[src/design/dpi_pkg.sv]
// package for the ddr2 power-up initialisation pair: command codes, bank codes,
// address field positions and timing figures shared by both ends.
// assumes a 125 MHz system clock on both ends.
package dpi_pkg;
    // system clock period in picoseconds
    localparam int unsigned CLK_PS = 8000;
    // widths of the command bus
    localparam int unsigned ADDR_W = 14;
    localparam int unsigned BANK_W = 3;
    // clock stable wait before cke, in microseconds
    localparam int unsigned T_CLK_STABLE_US = 200;
    localparam int unsigned CLK_STABLE_CYC = (T_CLK_STABLE_US * 1000000 + CLK_PS - 1) / CLK_PS;
    // nop period after cke high, in nanoseconds
    localparam int unsigned T_CKE_NOP_NS = 400;
    localparam int unsigned CKE_NOP_CYC = (T_CKE_NOP_NS * 1000 + CLK_PS - 1) / CLK_PS;
    // link clocks between dll reset and calibration step
    localparam int unsigned DLL_LOCK_CLKS = 200;
    // link clocks between commands (mode register cycle time and others)
    localparam int unsigned CMD_GAP_CLKS = 4;
    // least number of auto-refresh commands
    localparam int unsigned MIN_REFRESH = 2;
    // link clock divider: half period in system clocks (64 ns link period)
    localparam int unsigned LINK_HALF = 4;
    // command codes {ras_n, cas_n, we_n} with cs_n low
    localparam logic [2:0] CMD_NOP = 3'h7;
    localparam logic [2:0] CMD_PRE = 3'h2;
    localparam logic [2:0] CMD_REF = 3'h1;
    localparam logic [2:0] CMD_MRS = 3'h0;
    // bank codes selecting each mode register
    localparam logic [2:0] BANK_MR = 3'h0;
    localparam logic [2:0] BANK_EMR1 = 3'h1;
    localparam logic [2:0] BANK_EMR2 = 3'h2;
    localparam logic [2:0] BANK_EMR3 = 3'h3;
    // address bit positions
    localparam int unsigned A_DLL_DIS = 0;
    localparam int unsigned A_PRE_ALL = 10;
    localparam int unsigned A_DLL_RST = 8;
    localparam int unsigned A_OCD_LO = 7;
    localparam int unsigned A_OCD_HI = 9;
    localparam int unsigned A_TOP = 13;
    // calibration field values
    localparam logic [2:0] OCD_EXIT = 3'h0;
    localparam logic [2:0] OCD_DEFAULT = 3'h7;
endpackage

[src/design/dpi_link_if.sv]
// interface carrying the ddr2 command pins between controller and device end.
// assumes both ends share sys_clk; the link clock itself is a data signal here.
`timescale 1ns/1ps
interface dpi_link_if;
    logic ck; // link clock driven by the controller
    logic cke; // clock enable
    logic odt; // termination control
    logic cs_n; // chip select, low active
    logic ras_n; // row strobe
    logic cas_n; // column strobe
    logic we_n; // write enable
    logic [2:0] ba; // bank bits
    logic [13:0] addr; // address bits
    modport ctrl (output ck, cke, odt, cs_n, ras_n, cas_n, we_n, ba, addr);
    modport dev (input ck, cke, odt, cs_n, ras_n, cas_n, we_n, ba, addr);
endinterface

[src/design/dpi_ctrl.sv]
// controller end: divides sys_clk into the link clock and walks the ddr2
// power-up sequence, changing command pins on link clock falling edges.
// assumes the device end samples commands on rising link clock edges.
`timescale 1ns/1ps
module dpi_ctrl #(
    parameter int unsigned STABLE_CYC = dpi_pkg::CLK_STABLE_CYC, // clock stable wait
    parameter int unsigned NOP_CYC = dpi_pkg::CKE_NOP_CYC, // nop wait after cke
    parameter int unsigned N_REFRESH = dpi_pkg::MIN_REFRESH, // refresh count
    parameter logic [13:0] MR_OPER = 14'h0632, // main register operating value
    parameter logic [13:0] EMR1_OPER = 14'h0000, // register one operating fields
    parameter logic [13:0] EMR2_VAL = 14'h0000, // register two value
    parameter logic [13:0] EMR3_VAL = 14'h0000 // register three value
) (
    input wire logic sys_clk,
    input wire logic nrst,
    input wire logic start,
    output logic ready,
    dpi_link_if.ctrl link
);
    import dpi_pkg::*;

    // sequence states
    typedef enum logic [3:0] {
        S_PWR, S_STABLE, S_NOP, S_PRE1, S_EMR2, S_EMR3, S_DLLEN, S_DLLRST,
        S_PRE2, S_REF, S_MR, S_LOCK, S_OCDDEF, S_OCDEXIT, S_DONE
    } dpi_cstate_t;

    dpi_cstate_t st_r, st_nxt; // sequence state
    logic [31:0] wait_r, wait_nxt; // wait counter in sys clocks or link clocks
    logic [7:0] ref_r, ref_nxt; // refreshes issued
    logic [2:0] div_r, div_nxt; // link clock divider
    logic ck_r, ck_nxt; // link clock
    logic cke_r, cke_nxt;
    logic rdy_r, rdy_nxt;
    logic [2:0] cmd_r, cmd_nxt; // ras, cas, we
    logic [2:0] ba_r, ba_nxt;
    logic [13:0] a_r, a_nxt;
    logic fall; // link clock about to fall

    assign fall = ck_r && (div_r == 3'(LINK_HALF - 1));

    // next-state logic for divider and sequence
    always_comb begin
        div_nxt = (div_r == 3'(LINK_HALF - 1)) ? 3'h0 : div_r + 3'h1;
        ck_nxt = (div_r == 3'(LINK_HALF - 1)) ? ~ck_r : ck_r;
        st_nxt = st_r;
        wait_nxt = wait_r;
        ref_nxt = ref_r;
        cke_nxt = cke_r;
        rdy_nxt = rdy_r;
        cmd_nxt = cmd_r;
        ba_nxt = ba_r;
        a_nxt = a_r;
        case (st_r)
            S_PWR: begin
                // cke low, nop, until software starts
                if (start) begin
                    st_nxt = S_STABLE;
                    wait_nxt = 32'h0;
                end
            end
            S_STABLE: begin
                // clock runs, cke still low
                wait_nxt = wait_r + 32'h1;
                if (wait_r >= 32'(STABLE_CYC) && fall) begin
                    cke_nxt = 1'b1;
                    st_nxt = S_NOP;
                    wait_nxt = 32'h0;
                end
            end
            default: begin
                // command steps advance on falling link edges
                if (st_r == S_NOP) begin
                    wait_nxt = wait_r + 32'h1;
                end
                if (fall) begin
                    cmd_nxt = CMD_NOP;
                    ba_nxt = 3'h0;
                    a_nxt = 14'h0;
                    if (st_r != S_NOP) begin
                        wait_nxt = wait_r + 32'h1; // link clocks since command; not cleared from S_DLLRST through S_LOCK, so counts from the dll reset command
                    end
                    case (st_r)
                        S_NOP: if (wait_r >= 32'(NOP_CYC)) begin
                            cmd_nxt = CMD_PRE;
                            a_nxt[A_PRE_ALL] = 1'b1;
                            st_nxt = S_PRE1;
                            wait_nxt = 32'h0;
                        end
                        S_PRE1: if (wait_r >= 32'(CMD_GAP_CLKS)) begin
                            cmd_nxt = CMD_MRS;
                            ba_nxt = BANK_EMR2;
                            a_nxt = EMR2_VAL;
                            st_nxt = S_EMR2;
                            wait_nxt = 32'h0;
                        end
                        S_EMR2: if (wait_r >= 32'(CMD_GAP_CLKS)) begin
                            cmd_nxt = CMD_MRS;
                            ba_nxt = BANK_EMR3;
                            a_nxt = EMR3_VAL;
                            st_nxt = S_EMR3;
                            wait_nxt = 32'h0;
                        end
                        S_EMR3: if (wait_r >= 32'(CMD_GAP_CLKS)) begin
                            cmd_nxt = CMD_MRS;
                            ba_nxt = BANK_EMR1;
                            a_nxt = EMR1_OPER;
                            a_nxt[A_DLL_DIS] = 1'b0;
                            a_nxt[A_OCD_HI:A_OCD_LO] = OCD_EXIT;
                            a_nxt[A_TOP] = 1'b0;
                            st_nxt = S_DLLEN;
                            wait_nxt = 32'h0;
                        end
                        S_DLLEN: if (wait_r >= 32'(CMD_GAP_CLKS)) begin
                            cmd_nxt = CMD_MRS;
                            ba_nxt = BANK_MR;
                            a_nxt = MR_OPER;
                            a_nxt[A_DLL_RST] = 1'b1;
                            a_nxt[A_TOP] = 1'b0;
                            st_nxt = S_DLLRST;
                            wait_nxt = 32'h0;
                        end
                        S_DLLRST: if (wait_r >= 32'(CMD_GAP_CLKS)) begin
                            cmd_nxt = CMD_PRE;
                            a_nxt[A_PRE_ALL] = 1'b1;
                            st_nxt = S_PRE2;
                        end
                        S_PRE2: if (wait_r >= 32'(2 * CMD_GAP_CLKS)) begin
                            cmd_nxt = CMD_REF;
                            ref_nxt = 8'h1;
                            st_nxt = S_REF;
                        end
                        S_REF: if (wait_r >= 32'((ref_r + 1) * CMD_GAP_CLKS * 4)) begin
                            if (ref_r < 8'(N_REFRESH)) begin
                                cmd_nxt = CMD_REF;
                                ref_nxt = ref_r + 8'h1;
                            end else begin
                                cmd_nxt = CMD_MRS;
                                ba_nxt = BANK_MR;
                                a_nxt = MR_OPER;
                                a_nxt[A_DLL_RST] = 1'b0;
                                st_nxt = S_MR;
                            end
                        end
                        S_MR: st_nxt = S_LOCK;
                        S_LOCK: if (wait_r >= 32'(DLL_LOCK_CLKS)) begin
                            cmd_nxt = CMD_MRS;
                            ba_nxt = BANK_EMR1;
                            a_nxt = EMR1_OPER;
                            a_nxt[A_OCD_HI:A_OCD_LO] = OCD_DEFAULT;
                            st_nxt = S_OCDDEF;
                            wait_nxt = 32'h0;
                        end
                        S_OCDDEF: if (wait_r >= 32'(CMD_GAP_CLKS)) begin
                            cmd_nxt = CMD_MRS;
                            ba_nxt = BANK_EMR1;
                            a_nxt = EMR1_OPER;
                            a_nxt[A_OCD_HI:A_OCD_LO] = OCD_EXIT;
                            st_nxt = S_OCDEXIT;
                            wait_nxt = 32'h0;
                        end
                        S_OCDEXIT: if (wait_r >= 32'(CMD_GAP_CLKS)) begin
                            st_nxt = S_DONE;
                            rdy_nxt = 1'b1;
                        end
                        default: begin
                            // done: hold nop
                        end
                    endcase
                end
            end
        endcase
    end

    // register all state
    always_ff @(posedge sys_clk) begin
        if (!nrst) begin
            st_r <= S_PWR;
            wait_r <= 32'h0;
            ref_r <= 8'h0;
            div_r <= 3'h0;
            ck_r <= 1'b0;
            cke_r <= 1'b0;
            rdy_r <= 1'b0;
            cmd_r <= CMD_NOP;
            ba_r <= 3'h0;
            a_r <= 14'h0;
        end else begin
            st_r <= st_nxt;
            wait_r <= wait_nxt;
            ref_r <= ref_nxt;
            div_r <= div_nxt;
            ck_r <= ck_nxt;
            cke_r <= cke_nxt;
            rdy_r <= rdy_nxt;
            cmd_r <= cmd_nxt;
            ba_r <= ba_nxt;
            a_r <= a_nxt;
        end
    end

    // pins straight from flip-flops, odt and cs_n tied low
    assign ready = rdy_r;
    assign link.ck = ck_r;
    assign link.cke = cke_r;
    assign link.odt = 1'b0;
    assign link.cs_n = 1'b0;
    assign link.ras_n = cmd_r[2];
    assign link.cas_n = cmd_r[1];
    assign link.we_n = cmd_r[0];
    assign link.ba = ba_r;
    assign link.addr = a_r;
endmodule

[src/flat_wrapper.sv]
// flat-port wrapper written by rule: the top's interface ports become plain ports
module dpi_ctrl_flat import dpi_pkg::*;
#(
    parameter int unsigned STABLE_CYC = dpi_pkg::CLK_STABLE_CYC,                     
    parameter int unsigned NOP_CYC = dpi_pkg::CKE_NOP_CYC,                      
    parameter int unsigned N_REFRESH = dpi_pkg::MIN_REFRESH,                 
    parameter logic [13:0] MR_OPER = 14'h0632,                                 
    parameter logic [13:0] EMR1_OPER = 14'h0000,                                 
    parameter logic [13:0] EMR2_VAL = 14'h0000,                      
    parameter logic [13:0] EMR3_VAL = 14'h0000                        
)
  (sys_clk, nrst, start, ready, link_ck, link_cke, link_odt, link_cs_n, link_ras_n, link_cas_n, link_we_n, link_ba, link_addr);
  dpi_link_if link_i ();
  input wire logic sys_clk;
  input wire logic nrst;
  input wire logic start;
  output logic ready;
  output wire logic [$bits(link_i.ck)-1:0] link_ck;
  output wire logic [$bits(link_i.cke)-1:0] link_cke;
  output wire logic [$bits(link_i.odt)-1:0] link_odt;
  output wire logic [$bits(link_i.cs_n)-1:0] link_cs_n;
  output wire logic [$bits(link_i.ras_n)-1:0] link_ras_n;
  output wire logic [$bits(link_i.cas_n)-1:0] link_cas_n;
  output wire logic [$bits(link_i.we_n)-1:0] link_we_n;
  output wire logic [$bits(link_i.ba)-1:0] link_ba;
  output wire logic [$bits(link_i.addr)-1:0] link_addr;
  assign link_ck = link_i.ck;
  assign link_cke = link_i.cke;
  assign link_odt = link_i.odt;
  assign link_cs_n = link_i.cs_n;
  assign link_ras_n = link_i.ras_n;
  assign link_cas_n = link_i.cas_n;
  assign link_we_n = link_i.we_n;
  assign link_ba = link_i.ba;
  assign link_addr = link_i.addr;
  dpi_ctrl #(.STABLE_CYC(STABLE_CYC), .NOP_CYC(NOP_CYC), .N_REFRESH(N_REFRESH), .MR_OPER(MR_OPER), .EMR1_OPER(EMR1_OPER), .EMR2_VAL(EMR2_VAL), .EMR3_VAL(EMR3_VAL)) u_core (.sys_clk(sys_clk), .nrst(nrst), .start(start), .ready(ready), .link(link_i));
endmodule
[config.mk]
export PLATFORM = sky130hd
export DESIGN_NAME = dpi_ctrl_flat
export DESIGN_NICKNAME = d
export VERILOG_FILES = /design/src/design/dpi_pkg.sv /design/src/design/dpi_link_if.sv /design/src/design/dpi_ctrl.sv /design/src/flat_wrapper.sv
export SDC_FILE = /design/constraint.sdc
export NUM_CORES = 1
export LEC_CHECK = 0
export ABC_AREA = 1
export BUFFER_PORTS_ARGS = -buffer_cell sky130_fd_sc_hd__buf_2
export CORE_MARGIN = 5
export CORE_UTILIZATION = 30
export CTS_CLUSTER_DIAMETER = 40
export CTS_CLUSTER_SIZE = 24
export DETAILED_ROUTE_END_ITERATION = 10
export HOLD_SLACK_MARGIN = 0.15
export RECOVER_POWER = 50
export SYNTH_ARGS = -nofsm -noshare
export SYNTH_HDL_FRONTEND = slang
export SYNTH_SLANG_ARGS = --single-unit
[constraint.sdc]
create_clock -name sys_clk -period 6.4 [get_ports sys_clk]
set_input_delay 0.64 -clock sys_clk [delete_from_list [all_inputs] [get_ports sys_clk]]
set_output_delay 0.64 -clock sys_clk [all_outputs]
set_load 0.005 [all_outputs]
==> run metrics <==
Post-DP HPWL=12940 um; share of flip-flops with an asynchronous set or reset=0%; Core Region=18830 um^2; vias in the first global route=5884; final hold vios=0; LEAKAGE=3.098 nW; via-per-instance ratio=4.874; CTS Buf Count=9; CTS tree=yes; skew final=0.007148 ns; gpl congestion=0.9538; final wirelength=18050 um; Cell Area, Synth=5759 um^2; IO Pins=28; Worst setup SP type=flip-flop; PD cells=385.9 nW/um^2; die height=148.6 um; sequential element share of the synthesized area=20.86%; Syn Inst Count=1052; CTS resizes=0; clock root cell=clkbuf_16; DRC=0; gr usage total=16.43%; Cell Rows=50; nets@finish=1060; grt ovf=0; Max Root-Sink Buffers=2; measured slew at the worst slew-check pin=1.706 ns; Hold Buf Count CTS=0; TNS Setup=0 ns; Critical Path AT=4.47 ns; # port buffers=17; DR WL/cell=13.82 um; Syn. warnings=0; Die Area=22070 um^2; Initial Utilization=30.58%; fin crit share=65.52%; pin count of the biggest net entering global routing=39; worst skew pair latency=0.35 ns; register bit total from synthesis=60; status=finished with violations; Unique masters post-synth=36; CP required=6.68 ns; Final ANT Viol Nets=0; most frequent cells in the layout=nand2_1, inv_1, nand3_1; Pwr Total=2.425 mW; commonest non-fill, non-tap cell in the layout=nand2_1; number of synthesized flops with an enable pin=0; violated checks=capacitance limit, slew limit; WS Path Type=flip-flop to flip-flop; layout cell share with drive strength beyond 1=6.310%; Peak VDD IR=0.2168 mV; total of max-cap violations=2; Critical Path End Type=flip-flop; DR vias=6365; FMAX=238.5 MHz; Slew Limit Fails=63; Slew headroom=-13.74%; Setup Fix Bufs, Post-CTS=0; initial antenna violation count=0; syn avg cell area=5.475 um^2; RSZ-0062 raised after global routing=false; H-tree levels=3; Die X=148.6 um; area grow syn2layout=9.103%; DRT iter0 DRCs=473; hold crit path type=flip-flop to flip-flop; first-pass GRT wire length=29680 um; top_reg_cell synth=dfxtp_1; Tmin final=4.193 ns; CTS Sinks=60; critical path peak fanout=32; Setup violations, final=0; number of diodes=0; clock slew at reported path FFs=0.06 ns; Pre-Repair DR Iteration Count=6
[cell usage after synthesis, types with 2 or more instances]
library cell  number  area share (%)
a21oi_1           43             3.7
buf_2             11            0.96
buf_4             18             2.3
buf_6              3            0.59
clkbuf_1          19             1.2
clkinv_1           3            0.20
dfxtp_1           60              21
ha_1              16             3.5
inv_1            132             8.6
inv_2              9            0.59
nand2_1          356              23
nand2_2           10             1.1
nand3_1          126              11
nand4_1           20             2.2
nor2_1           120             7.8
nor2_2            12             1.3
nor2_4             7             1.4
nor3_1            11            0.96
o2111ai_1          2            0.30
o211ai_1           7            0.91
o21ai_0           40             3.5
o21ai_1            3            0.26
xor2_1            11             1.7
[worst paths after layout]
check | cells past startpoint | slack, ns | startpoint | endpoint
worst max-delay path | 13 | 2.21 | u_core.div_r[0]$_SDFF_PP0_ | u_core.st_r[3]$_SDFFE_PN0P_
worst max register to register | 13 | 2.21 | u_core.div_r[0]$_SDFF_PP0_ | u_core.st_r[3]$_SDFFE_PN0P_
worst min-delay path | 1 | 0.43 | u_core.div_r[0]$_SDFF_PP0_ | u_core.div_r[0]$_SDFF_PP0_
worst min register to register | 1 | 0.43 | u_core.div_r[0]$_SDFF_PP0_ | u_core.div_r[0]$_SDFF_PP0_
[layout make-up]
class | instances | area [um^2]
clock buffers | 9 | 225.2
clock inverters | 7 | 146.4
fillers | 2142 | 12550
inverters | 144 | 540.5
multi-input cells | 805 | 3747
flip-flops and latches | 60 | 1201
well taps | 260 | 325.3
repair buffers | 21 | 97.59
[metal layers]
layer	vias up	wire length, um	track usage (%)
li1	3261	-	-
met1	2895	8450	22.27
met2	190	8319	27.07
met3	19	1088	3.260
met4	0	189	3.557
met5	-	0	0
[state kept, by name (all words and copies together), names as in the netlist]
name and cells:
u_core.link.ba 2, u_core.ref_r 8, u_core.cmd_r 3, u_core.st_r 4, u_core.ready 1, u_core.div_r 3
u_core.link.cke 1, u_core.link.addr 5, u_core.wait_r 32, u_core.link.ck 1
[critical path, cell delays in order (launching register included)]
cell      delay [ns]
dfxtp_1         0.33
ha_1            0.16
ha_1            0.18
nand2_1         0.68
clkinv_1        0.20
clkbuf_1        1.26
nor2_1          0.42
nor2_1          0.20
nand3_1         0.11
nor2_2          0.17
nand3_2         0.14
nand2_1         0.09
nand2_1         0.05
nor2_1          0.13
[kinds of logic (layout without fill, tap and decap cells)]
family	after synthesis	after routing	share of synthesized area, %
buffers and inverters	196	181	14.58
AO/OA/AOI/OAI	100	100	9.559
flip-flops	60	60	20.86
adder cells (fa/ha/maj)	16	16	3.476
XOR/XNOR	13	13	2.107
AND/OR/NAND/NOR	666	666	49.36
other	1	10	0.06511
[where the power goes]
part | internal, mW | switching, mW
combinational | 0.374 | 0.872
clock | 0.423 | 0.197
sequential | 0.437 | 0.122
[through the flow]
step                setup WS [ns]  util [%]  instances  hold WS, ns  cell area, um^2
detailed placement          3.473     31.51       1290       0.4262             5934
global placement            3.493     31.51       1290       0.4065             5934
finish                      2.207     33.37       1306       0.4274             6284
CTS                         3.485     33.49       1306       0.4328             6306
floorplan                   3.933         -       1061       0.3969             5793
global route                1.858     33.37       1306       0.4410             6284
Power figures use the tool's default switching activity.
